[src/rtl/ioh_pkg.sv]
// Shared constants, types and address decode for the I/O hub PIO write and
// interrupt block. Assumes a single core clock; nothing here holds state.
package ioh_pkg;

  // ==========================================================================
  // Widths and depths
  localparam int IOH_ADDR_W = 40;
  localparam int IOH_DATA_W = 64;
  localparam int IOH_MASK_W = 8;
  localparam int IOH_CRED_N = 16;
  localparam int IOH_CRED_W = 4;
  localparam int IOH_FIFO_DEPTH = 16;
  localparam int IOH_BUS_ADDR_W = 36;
  localparam int IOH_ID_W = 6;

  // ==========================================================================
  // Upper address byte map
  localparam logic [7:0] IOH_UB_HUB = 8'h80;
  localparam logic [7:0] IOH_UB_CLOCK = 8'h83;
  localparam logic [7:0] IOH_UB_MEMCTL = 8'h84;
  localparam logic [7:0] IOH_UB_TEST = 8'h85;
  localparam logic [7:0] IOH_UB_DEBUG = 8'h86;
  localparam logic [7:0] IOH_UB_DMA_CSR = 8'h88;
  localparam logic [7:0] IOH_UB_RESET = 8'h89;
  localparam logic [7:0] IOH_UB_SHARED = 8'h90;
  localparam logic [7:0] IOH_UB_BOOT = 8'hFF;
  localparam logic [7:0] IOH_UB_PIO_LO = 8'hC0;
  localparam logic [7:0] IOH_UB_PIO_HI = 8'hCF;
  localparam int IOH_MC_SEL_LSB = 12;
  localparam int IOH_IO_SEL_BIT = 28;

  // ==========================================================================
  // Command spaces and on-chip device identifiers
  localparam logic [1:0] IOH_CMD_MEM64 = 2'h3;
  localparam logic [1:0] IOH_CMD_MEM32 = 2'h2;
  localparam logic [1:0] IOH_CMD_IO = 2'h1;
  localparam logic [1:0] IOH_CMD_CFG = 2'h0;
  localparam logic [5:0] IOH_DEV_MEM_ERR = 6'h01;
  localparam logic [5:0] IOH_DEV_EXT_PIN = 6'h02;
  localparam logic [2:0] IOH_WR_LOW_ZERO = 3'h0;

  // ==========================================================================
  // Types
  typedef enum logic [3:0] {
    IOH_DST_HUB, IOH_DST_CLOCK, IOH_DST_MC0, IOH_DST_MC1, IOH_DST_MC2, IOH_DST_MC3,
    IOH_DST_TEST, IOH_DST_DEBUG, IOH_DST_DMA_CSR, IOH_DST_RESET, IOH_DST_SHARED,
    IOH_DST_BOOT, IOH_DST_PIO, IOH_DST_ERR
  } ioh_dest_e;

  typedef struct packed {
    logic rd;
    logic [7:0] pio_id;
    logic [IOH_MASK_W-1:0] mask;
    logic [IOH_ADDR_W-1:0] addr;
    logic [IOH_DATA_W-1:0] data;
  } ioh_req_s;

  typedef struct packed {
    logic rd;
    logic [IOH_CRED_W-1:0] credit;
    logic [IOH_MASK_W-1:0] mask;
    logic [7:0] pio_id;
    logic [1:0] cmd;
    logic [IOH_BUS_ADDR_W-1:0] bus_addr;
    logic [IOH_DATA_W-1:0] data;
  } ioh_dma_req_s;

  typedef struct packed {
    ioh_dest_e dest;
    ioh_req_s req;
  } ioh_io_req_s;

  typedef struct packed {
    logic [IOH_ID_W-1:0] thread;
    logic [IOH_ID_W-1:0] vector;
  } ioh_route_s;

  typedef struct packed {
    logic mondo;
    ioh_route_s route;
  } ioh_irq_s;

  // ==========================================================================
  // Destination from the upper address byte
  function automatic ioh_dest_e ioh_dest_of(input logic [IOH_ADDR_W-1:0] addr);
    logic [7:0] ub;
    logic [1:0] mc;
    ub = addr[39:32];
    mc = addr[IOH_MC_SEL_LSB+1:IOH_MC_SEL_LSB];
    if (ub == IOH_UB_HUB) return IOH_DST_HUB;
    else if (ub == IOH_UB_CLOCK) return IOH_DST_CLOCK;
    else if (ub == IOH_UB_MEMCTL) return ioh_dest_e'(4'(IOH_DST_MC0) + 4'(mc));
    else if (ub == IOH_UB_TEST) return IOH_DST_TEST;
    else if (ub == IOH_UB_DEBUG) return IOH_DST_DEBUG;
    else if (ub == IOH_UB_DMA_CSR) return IOH_DST_DMA_CSR;
    else if (ub == IOH_UB_RESET) return IOH_DST_RESET;
    else if (ub == IOH_UB_SHARED) return IOH_DST_SHARED;
    else if (ub == IOH_UB_BOOT) return IOH_DST_BOOT;
    else if (ub >= IOH_UB_PIO_LO && ub <= IOH_UB_PIO_HI) return IOH_DST_PIO;
    else return IOH_DST_ERR;
  endfunction

endpackage

[src/rtl/ioh_hub.sv]
// I/O hub core: PIO forwarding to the PCIe DMA unit, decode of the upper
// address byte to on-chip I/O units, and interrupt delivery to threads.
// Assumes valid/ready peers on one clock; routing table lives outside.
//
// Notes on behaviour
// - Accept writes with a 40-bit byte address
// - Byte mask passes to DMA unchanged
// - Store payload forwarded bit for bit
// - Write bus address has low three bits zero
// - All DMA-side interrupts are message-type
// - Only message interrupts wait for an answer; on-chip ones do not
// - Message interrupts answered in arrival order
// - Device id indexes the routing table
// - On-chip interrupts kept no record after delivery
// - Device ids 1 and 2 valid, rest reserved
// - Destination from address bits 39 to 32
// - Upper byte selects the on-chip unit
// - 0x84 picks memory controller by bits 13:12
// - L2 CSR range never reaches the hub
// - Four-bit credit tags, sixteen outstanding at most
// - Two-bit command space field to DMA
`timescale 1ns/1ns
module ioh_hub
  import ioh_pkg::*;
#(
  parameter int FIFO_DEPTH = IOH_FIFO_DEPTH
) (
  // Clock and reset
  input wire logic clk,
  input wire logic srst,
  // Requests from the cpu request crossbar
  input wire logic xbar_valid,
  output logic xbar_ready,
  input wire ioh_req_s xbar_req,
  // PIO requests to the PCIe DMA unit
  output logic dma_valid,
  input wire logic dma_ready,
  output ioh_dma_req_s dma_req,
  // Credit returns from the PCIe DMA unit
  input wire logic credit_ret_valid,
  input wire logic [IOH_CRED_W-1:0] credit_ret_id,
  // Packets to on-chip I/O units
  output logic io_valid,
  input wire logic io_ready,
  output ioh_io_req_s io_req,
  // Error completion to the requester
  output logic err_valid,
  output logic [7:0] err_pio_id,
  // Message interrupts from the system interface unit
  input wire logic mondo_valid,
  output logic mondo_ready,
  input wire ioh_route_s mondo_route,
  output logic mondo_ack,
  output logic mondo_nack,
  // On-chip interrupts and routing table lookup
  input wire logic onchip_valid,
  output logic onchip_ready,
  input wire logic [IOH_ID_W-1:0] onchip_dev_id,
  output logic [IOH_ID_W-1:0] route_idx,
  input wire ioh_route_s route_entry,
  // Interrupts to processor threads
  output logic irq_valid,
  input wire logic irq_ready,
  output ioh_irq_s irq,
  input wire logic irq_resp_valid,
  input wire logic irq_resp_ack
);
  initial
  begin
    if (FIFO_DEPTH < 2) $error("ioh_hub: FIFO_DEPTH too small");
  end

  // ==========================================================================
  // Main FIFO
  logic q_valid;
  logic q_ready;
  ioh_req_s q_req;

  ioh_fifo #(.WIDTH($bits(ioh_req_s)), .DEPTH(FIFO_DEPTH)) u_fifo (
    .clk(clk),
    .srst(srst),
    .in_valid(xbar_valid),
    .in_ready(xbar_ready),
    .in_data(xbar_req),
    .out_valid(q_valid),
    .out_ready(q_ready),
    .out_data(q_req)
  );

  // ==========================================================================
  // Decode of the dequeued packet
  ioh_dest_e q_dest;
  logic [1:0] q_cmd;
  logic [IOH_BUS_ADDR_W-1:0] q_bus_addr;

  ioh_addr_decode u_dec (
    .req(q_req),
    .dest(q_dest),
    .cmd(q_cmd),
    .bus_addr(q_bus_addr)
  );

  // ==========================================================================
  // Credit pool
  logic [IOH_CRED_N-1:0] cred_free_ff;
  logic cred_any;
  logic [IOH_CRED_W-1:0] cred_pick;

  function automatic logic [IOH_CRED_W-1:0] lowest_set(input logic [IOH_CRED_N-1:0] v);
    logic [IOH_CRED_W-1:0] r;
    r = '0;
    for (int i = IOH_CRED_N - 1; i >= 0; i--)
      if (v[i]) r = IOH_CRED_W'(i);
    return r;
  endfunction

  assign cred_any = |cred_free_ff;
  assign cred_pick = lowest_set(cred_free_ff);

  // ==========================================================================
  // Dequeue steering
  logic to_dma;
  logic to_io;
  logic to_err;
  logic dma_load;
  logic io_load;

  assign to_dma = q_dest == IOH_DST_PIO;
  assign to_err = q_dest == IOH_DST_ERR;
  assign to_io = !to_dma && !to_err;
  // A PIO packet waits in the FIFO until both a credit and the output slot are free
  assign dma_load = q_valid && to_dma && cred_any && (!dma_valid || dma_ready);
  assign io_load = q_valid && to_io && (!io_valid || io_ready);
  assign q_ready = dma_load || io_load || (q_valid && to_err);

  // Allocation and return never name the same credit in one cycle
  always_ff @(posedge clk)
  begin
    if (srst)
      cred_free_ff <= '1;
    else
    begin
      for (int i = 0; i < IOH_CRED_N; i++)
      begin
        if (credit_ret_valid && credit_ret_id == IOH_CRED_W'(i))
          cred_free_ff[i] <= 1'b1;
        else if (dma_load && cred_pick == IOH_CRED_W'(i))
          cred_free_ff[i] <= 1'b0;
      end
    end
  end

  // ==========================================================================
  // DMA output stage
  always_ff @(posedge clk)
  begin
    if (srst) dma_valid <= 1'b0;
    else if (dma_load) dma_valid <= 1'b1;
    else if (dma_ready) dma_valid <= 1'b0;
  end

  always_ff @(posedge clk)
  begin
    if (srst)
      dma_req <= '0;
    else if (dma_load)
    begin
      dma_req.rd <= q_req.rd;
      dma_req.credit <= cred_pick;
      dma_req.mask <= q_req.mask;
      dma_req.pio_id <= q_req.pio_id;
      dma_req.cmd <= q_cmd;
      dma_req.bus_addr <= q_bus_addr;
      dma_req.data <= q_req.data;
    end
  end

  // ==========================================================================
  // On-chip unit output stage and error completion
  always_ff @(posedge clk)
  begin
    if (srst) io_valid <= 1'b0;
    else if (io_load) io_valid <= 1'b1;
    else if (io_ready) io_valid <= 1'b0;
  end

  always_ff @(posedge clk)
  begin
    if (srst) io_req <= '0;
    else if (io_load) io_req <= '{dest: q_dest, req: q_req};
  end

  always_ff @(posedge clk)
  begin
    if (srst) err_valid <= 1'b0;
    else err_valid <= q_valid && to_err;
  end

  always_ff @(posedge clk)
  begin
    if (srst) err_pio_id <= '0;
    else if (q_valid && to_err) err_pio_id <= q_req.pio_id;
  end

  // ==========================================================================
  // Interrupt delivery
  // One message interrupt in flight at a time keeps answers in sending order.
  typedef enum logic [1:0] {IOH_MS_IDLE, IOH_MS_SEND, IOH_MS_WAIT} ioh_mondo_e;
  ioh_mondo_e ms_ff;
  logic oc_pending_ff;
  logic irq_free;
  logic take_mondo;
  logic take_onchip;
  logic oc_known;

  assign route_idx = onchip_dev_id;
  assign oc_known = onchip_dev_id == IOH_DEV_MEM_ERR || onchip_dev_id == IOH_DEV_EXT_PIN;
  assign irq_free = !irq_valid || irq_ready;
  // Device and message interrupts share one output register; the mondo bit marks the kind, and a message wins the cycle
  assign take_mondo = mondo_valid && ms_ff == IOH_MS_IDLE && irq_free;
  assign take_onchip = onchip_valid && !take_mondo && irq_free;
  assign mondo_ready = take_mondo;
  // Reserved device ids are taken and dropped so they cannot block the port
  assign onchip_ready = take_onchip;

  always_ff @(posedge clk)
  begin
    if (srst)
      ms_ff <= IOH_MS_IDLE;
    else
    begin
      case (ms_ff)
        IOH_MS_IDLE: if (take_mondo) ms_ff <= IOH_MS_SEND;
        IOH_MS_SEND: if (irq_ready) ms_ff <= IOH_MS_WAIT;
        IOH_MS_WAIT: if (irq_resp_valid) ms_ff <= IOH_MS_IDLE;
        default: ms_ff <= IOH_MS_IDLE;
      endcase
    end
  end

  always_ff @(posedge clk)
  begin
    if (srst) irq_valid <= 1'b0;
    else if (take_mondo || (take_onchip && oc_known)) irq_valid <= 1'b1;
    else if (irq_ready) irq_valid <= 1'b0;
  end

  always_ff @(posedge clk)
  begin
    if (srst) irq <= '0;
    else if (take_mondo) irq <= '{mondo: 1'b1, route: mondo_route};
    else if (take_onchip && oc_known) irq <= '{mondo: 1'b0, route: route_entry};
  end

  // Tracks only for checking that on-chip delivery leaves no trace
  always_ff @(posedge clk)
  begin
    if (srst) oc_pending_ff <= 1'b0;
    else oc_pending_ff <= irq_valid && irq_ready && !irq.mondo;
  end

  always_ff @(posedge clk)
  begin
    if (srst)
    begin
      mondo_ack <= 1'b0;
      mondo_nack <= 1'b0;
    end
    else
    begin
      mondo_ack <= ms_ff == IOH_MS_WAIT && irq_resp_valid && irq_resp_ack;
      mondo_nack <= ms_ff == IOH_MS_WAIT && irq_resp_valid && !irq_resp_ack;
    end
  end

  // ==========================================================================
  // Checks
  wr_data_keep_a: assert property (@(posedge clk) disable iff (srst)
    dma_load |=> dma_req.data == $past(q_req.data) && dma_valid)
    else $error("store payload altered");

  wr_mask_pass_a: assert property (@(posedge clk) disable iff (srst)
    dma_load |=> dma_req.mask == $past(q_req.mask))
    else $error("byte mask altered");

  wr_addr_align_a: assert property (@(posedge clk) disable iff (srst)
    dma_load && !q_req.rd |=> dma_req.bus_addr[2:0] == 3'h0
      && dma_req.bus_addr[35:3] == $past(q_req.addr[35:3]))
    else $error("write bus address not aligned");

  dma_hold_a: assert property (@(posedge clk) disable iff (srst)
    dma_valid && !dma_ready |=> dma_valid && $stable(dma_req))
    else $error("DMA request changed before taken");

  io_hold_a: assert property (@(posedge clk) disable iff (srst)
    io_valid && !io_ready |=> io_valid && $stable(io_req))
    else $error("I/O request changed before taken");

  rsvd_dev_drop_a: assert property (@(posedge clk) disable iff (srst)
    take_onchip && !oc_known |=> !irq_valid)
    else $error("reserved device id delivered");

  credit_free_a: assert property (@(posedge clk) disable iff (srst)
    dma_load |-> cred_free_ff[cred_pick] ##1 !cred_free_ff[dma_req.credit]
      || (credit_ret_valid && credit_ret_id == dma_req.credit))
    else $error("credit reused while outstanding");

  cmd_space_a: assert property (@(posedge clk) disable iff (srst)
    dma_load && q_req.addr[35] |=> dma_req.cmd == IOH_CMD_MEM64)
    else $error("command space wrong");

  dest_decode_a: assert property (@(posedge clk) disable iff (srst)
    io_load |=> io_valid && io_req.dest == ioh_dest_of(io_req.req.addr))
    else $error("destination decode wrong");

  mc_select_a: assert property (@(posedge clk) disable iff (srst)
    io_load && q_req.addr[39:32] == IOH_UB_MEMCTL && q_req.addr[13:12] == 2'h3
      |=> io_req.dest == IOH_DST_MC3)
    else $error("memory controller select wrong");

  rsvd_err_a: assert property (@(posedge clk) disable iff (srst)
    q_valid && q_req.addr[39:32] == 8'h87 |-> !dma_load && !io_load ##1 err_valid)
    else $error("reserved address not refused");

  mondo_order_a: assert property (@(posedge clk) disable iff (srst)
    take_mondo |=> !mondo_ready until (mondo_ack || mondo_nack))
    else $error("second message interrupt taken early");

  onchip_forget_a: assert property (@(posedge clk) disable iff (srst)
    oc_pending_ff |-> ms_ff == $past(ms_ff) || ms_ff != IOH_MS_WAIT)
    else $error("on-chip delivery left state behind");

  cv_pio_write_c: cover property (@(posedge clk) disable iff (srst)
    dma_load && !q_req.rd ##1 dma_valid && dma_ready);
  cv_mondo_ack_c: cover property (@(posedge clk) disable iff (srst)
    take_mondo ##[1:20] mondo_ack);
  cv_mondo_nack_c: cover property (@(posedge clk) disable iff (srst)
    take_mondo ##[1:20] mondo_nack);
  cv_err_c: cover property (@(posedge clk) disable iff (srst) err_valid);
  cv_onchip_c: cover property (@(posedge clk) disable iff (srst)
    take_onchip && oc_known);
endmodule

[src/rtl/ioh_fifo.sv]
// Synchronous FIFO with valid/ready on both sides.
// Assumes one clock and a synchronous active-high reset.
`timescale 1ns/1ns
module ioh_fifo #(
  parameter int WIDTH = 8,
  parameter int DEPTH = 16
) (
  // Clock and reset
  input wire logic clk,
  input wire logic srst,
  // Fill side
  input wire logic in_valid,
  output logic in_ready,
  input wire logic [WIDTH-1:0] in_data,
  // Drain side
  output logic out_valid,
  input wire logic out_ready,
  output logic [WIDTH-1:0] out_data
);
  localparam int AW = $clog2(DEPTH);

  initial
  begin
    if (DEPTH < 2 || (1 << AW) != DEPTH) $error("ioh_fifo: DEPTH must be a power of two");
  end

  logic [WIDTH-1:0] mem [DEPTH];
  logic [AW:0] wr_ptr_ff;
  logic [AW:0] rd_ptr_ff;
  logic push;
  logic pop;

  assign in_ready = (wr_ptr_ff - rd_ptr_ff) != (AW+1)'(DEPTH);
  assign out_valid = wr_ptr_ff != rd_ptr_ff;
  assign out_data = mem[rd_ptr_ff[AW-1:0]];
  assign push = in_valid && in_ready;
  assign pop = out_valid && out_ready;

  always_ff @(posedge clk)
  begin
    if (push) mem[wr_ptr_ff[AW-1:0]] <= in_data;
  end

  always_ff @(posedge clk)
  begin
    if (srst) wr_ptr_ff <= '0;
    else if (push) wr_ptr_ff <= wr_ptr_ff + 1'b1;
  end

  always_ff @(posedge clk)
  begin
    if (srst) rd_ptr_ff <= '0;
    else if (pop) rd_ptr_ff <= rd_ptr_ff + 1'b1;
  end
endmodule

[src/rtl/ioh_addr_decode.sv]
// Packet decode: destination, command space and outgoing bus address.
// Purely combinational; assumes packets carry address bit 39 set.
`timescale 1ns/1ns
module ioh_addr_decode
  import ioh_pkg::*;
(
  // Packet in
  input wire ioh_req_s req,
  // Decode out
  output ioh_dest_e dest,
  output logic [1:0] cmd,
  output logic [IOH_BUS_ADDR_W-1:0] bus_addr
);
  logic [7:0] ub;

  assign ub = req.addr[39:32];
  assign dest = ioh_dest_of(req.addr);

  // Upper half of the PIO window is 64-bit memory, next quarter 32-bit
  always_comb
  begin
    if (ub[3]) cmd = IOH_CMD_MEM64;
    else if (ub[2]) cmd = IOH_CMD_MEM32;
    else if (req.addr[IOH_IO_SEL_BIT]) cmd = IOH_CMD_IO;
    else cmd = IOH_CMD_CFG;
  end

  // Stores go out doubleword-aligned; the mask keeps the byte positions
  always_comb
  begin
    bus_addr = req.addr[IOH_BUS_ADDR_W-1:0];
    if (!req.rd) bus_addr[2:0] = IOH_WR_LOW_ZERO;
  end
endmodule

[config.mk]
export PLATFORM = sky130hd
export DESIGN_NAME = ioh_hub
export DESIGN_NICKNAME = d
export VERILOG_FILES = /design/src/rtl/ioh_pkg.sv /design/src/rtl/ioh_hub.sv /design/src/rtl/ioh_fifo.sv /design/src/rtl/ioh_addr_decode.sv
export SDC_FILE = /design/constraint.sdc
export NUM_CORES = 2
export LEC_CHECK = 0
export BUFFER_PORTS_ARGS = -buffer_cell sky130_fd_sc_hd__buf_2
export CELL_PAD_IN_SITES_DETAIL_PLACEMENT = 1
export CELL_PAD_IN_SITES_GLOBAL_PLACEMENT = 2
export CORE_UTILIZATION = 53
export CTS_BUF_LIST = sky130_fd_sc_hd__clkbuf_4
export CTS_CLUSTER_DIAMETER = 50
export DETAILED_ROUTE_END_ITERATION = 10
export PLACE_DENSITY_LB_ADDON = 0.3
export SETUP_SLACK_MARGIN = 0.2
export SKIP_CTS_REPAIR_TIMING = 1
export SLEW_MARGIN = 30
export SYNTH_ARGS = -nofsm -noshare
export SYNTH_HDL_FRONTEND = slang
export SYNTH_SLANG_ARGS = --single-unit
[constraint.sdc]
create_clock -name clk -period 19 [get_ports clk]
set_clock_uncertainty 0.05 [all_clocks]
set_input_delay 2.85 -clock clk [delete_from_list [all_inputs] [get_ports clk]]
set_output_delay 2.85 -clock clk [all_outputs]
set_load 0.005 [all_outputs]
==> results.toml <==
[run_status]
status = "completed"

[die]
die_w_um = 400
start_util_pct = 53.6
core_mm2 = 0.157
die_h_um = 400
io_pins = 450
rows = 145
die_area_mm2 = 0.160

[worst_setup_path]
crit_arrival_ps = 3730
endpoint_kind = "output pin"
cp_max_fo = 28
path_class = "primary input to output pin"
crit_start = "irq_ready"
critPathRequiredTime_ps = 16100
startpoint_type = "primary input"

[cts]
cts_buffer_depth = 4
cts_tree = "built"
htree_num_levels = 6
clk_latency_ps = 1310
root_buffer = "clkbuf_4"
clock-sinks = 2243
clk_pin_slew_worst_paths_ps = 60
cts_buffers = 581

[routing]
wire_per_inst_um = 28.9
ant_nets = 0
drc = 0
wl_um = 217000
num_vias = 44900
top_layer = "met5"
wl_met2_um = 111000
firstDrtPassIters = 5
via_per_inst = 5.97
drt_iter0_markers = 3752
drt-met1-wl_um = 86400
dr_wl_met3_um = 14900

[synthesis]
yosysSeqAreaShare_pct = 76.4
synth_edf_count = 1936
ys_types = 65
syn_area_per_cell_um2 = 20.1
synthArstFlopShare_pct = 0
synthFlopType = "edfxtp_1"
synth_area_mm2 = 0.0841
synth_warnings = 0
ys_ff_latch = 2243
syn_nets = 4351
syn_inst = 4176

[sta]
finalHoldViolations = 0
setup_viol = 0
setup_ws_ps = 12370
setup_tns_ps = 0
worst_pin_slew_ps = 1030
final_max_slew_viol_count = 0
timing.fmax_mhz = 151
period_needed_ps = 6630
rsz0062_at_grt = "false"
relSlewSlack_pct = 31.3
period_share_pct = 34.9

[worst_hold_path]
min-delay-start = "dma_req[81]"
hold_class = "register to register"

[layout]
final_nets = 5214
final_cell_mix = "1,936 x edfxtp_1, 867 x clkbuf_4, 591 x mux4_2"
drive_gt1_share_pct = 37.8
areaGrowthSynthToFinish_pct = 14.2
layout.cells.most_common = "edfxtp_1"

[power_and_ir_drop]
leakagePower_nw = 31.7
power.density_mw_per_mm2 = 133
peakVddDrop_mv = 0.0912

[global_route]
grt_overflow = 0
grt_start_max_net_pins = 146
track_usage_pct = 27.2
grt_pass1_vias = 48200
antenna_found_initial = 49
grt_pass1_wl_um = 319000

[place]
place_ws_ps = 12370
routabilityCongestion = 0.758
io_buffers = 449
place.detailed.hpwl_um = 117000

[flow_run]
cap_violations = 0
==> worst max-delay path, cell delays in order <==
cell	delay, ps
buf_2	120
nand2b_1	180
nand3_1	110
buf_4	280
inv_1	70
buf_2	130
==> state kept, by name, indices dropped and copies added (netlist names), 2 cells and up, named ones only <==
name,flops
u_fifo.wr_ptr_ff,5
irq,13
cred_free_ff,16
dma_req,123
io_req,125
u_fifo.mem,1936
err_pio_id,8
u_fifo.rd_ptr_ff,5
ms_ff,2
==> per-layer routing <==
layer | GRT usage (%) | vias up
met5 | 0 | -
met4 | 8.06 | 32
met3 | 5.84 | 377
met2 | 45.8 | 1781
met1 | 36.0 | 23800
li1 | - | 18900
==> cells by family after synthesis <==
family                   Yosys count  share of synthesized area [%]
buffers and inverters            263                           1.35
AND/OR/NAND/NOR                  676                           3.33
AO/OA/AOI/OAI                    346                           2.37
XOR/XNOR                           8                         0.0833
adder cells (fa/ha/maj)            9                          0.134
flip-flops                      2243                           76.4
multiplexers                     631                           16.3
==> cell usage after synthesis, drive strengths merged, types with 10 or more instances <==
| cell | number | area, um^2 |
|---|---|---|
| edfxtp | 1936 | 58100 |
| mux4 | 591 | 13300 |
| nand2 | 496 | 1860 |
| dfxtp | 307 | 6150 |
| a21oi | 255 | 1280 |
| clkbuf | 162 | 608 |
| buf | 82 | 454 |
| nor2 | 80 | 308 |
| mux2i | 40 | 400 |
| inv | 19 | 71.3 |
| nand3 | 19 | 100 |
| a211oi | 18 | 135 |
| nor3 | 17 | 85.1 |
| a22oi | 10 | 80.1 |
| and2 | 10 | 63.8 |
| nor2b | 10 | 62.6 |
| o21ai | 10 | 50.0 |
==> layout make-up <==
cell class	instances	area (um^2)
antenna	27	67.6
fill	13800	60900
tap	2058	2570
multi-input combinational	1670	18800
clock inverter	113	622
inverter	19	78.8
timing repair buffer	524	3100
sequential	2243	64300
clock buffer	867	6510
==> power breakdown <==
group          switching (mW)  internal, mW
sequential              0.153          5.70
combinational            1.64          1.25
clock                    1.90          2.17
==> per-stage QoR <==
stage / utilization [%] / instance area [um^2] / instances / hold slack, ps / power [mW]
global placement: 56.5 / 88600 / 6507 / 389 / 8.79
global route: 61.2 / 96000 / 7507 / 417 / 13.3
finish: 61.2 / 96000 / 7521 / 400 / 12.8
detailed placement: 56.6 / 88800 / 6511 / 395 / 8.87
floorplan: - / 84100 / 4176 / 396 / 7.88
CTS: 61.1 / 95900 / 7491 / 403 / 13.0
==> path summary, 6_finish.rpt <==
check,end,slack (ps),cells after the start
setup / recovery,mondo_ready,12370,6
hold / removal,dma_req[81],400,2
setup reg to reg,io_req[122],13120,11
hold reg to reg,dma_req[81],400,2
(Power assumes the default switching activity.)
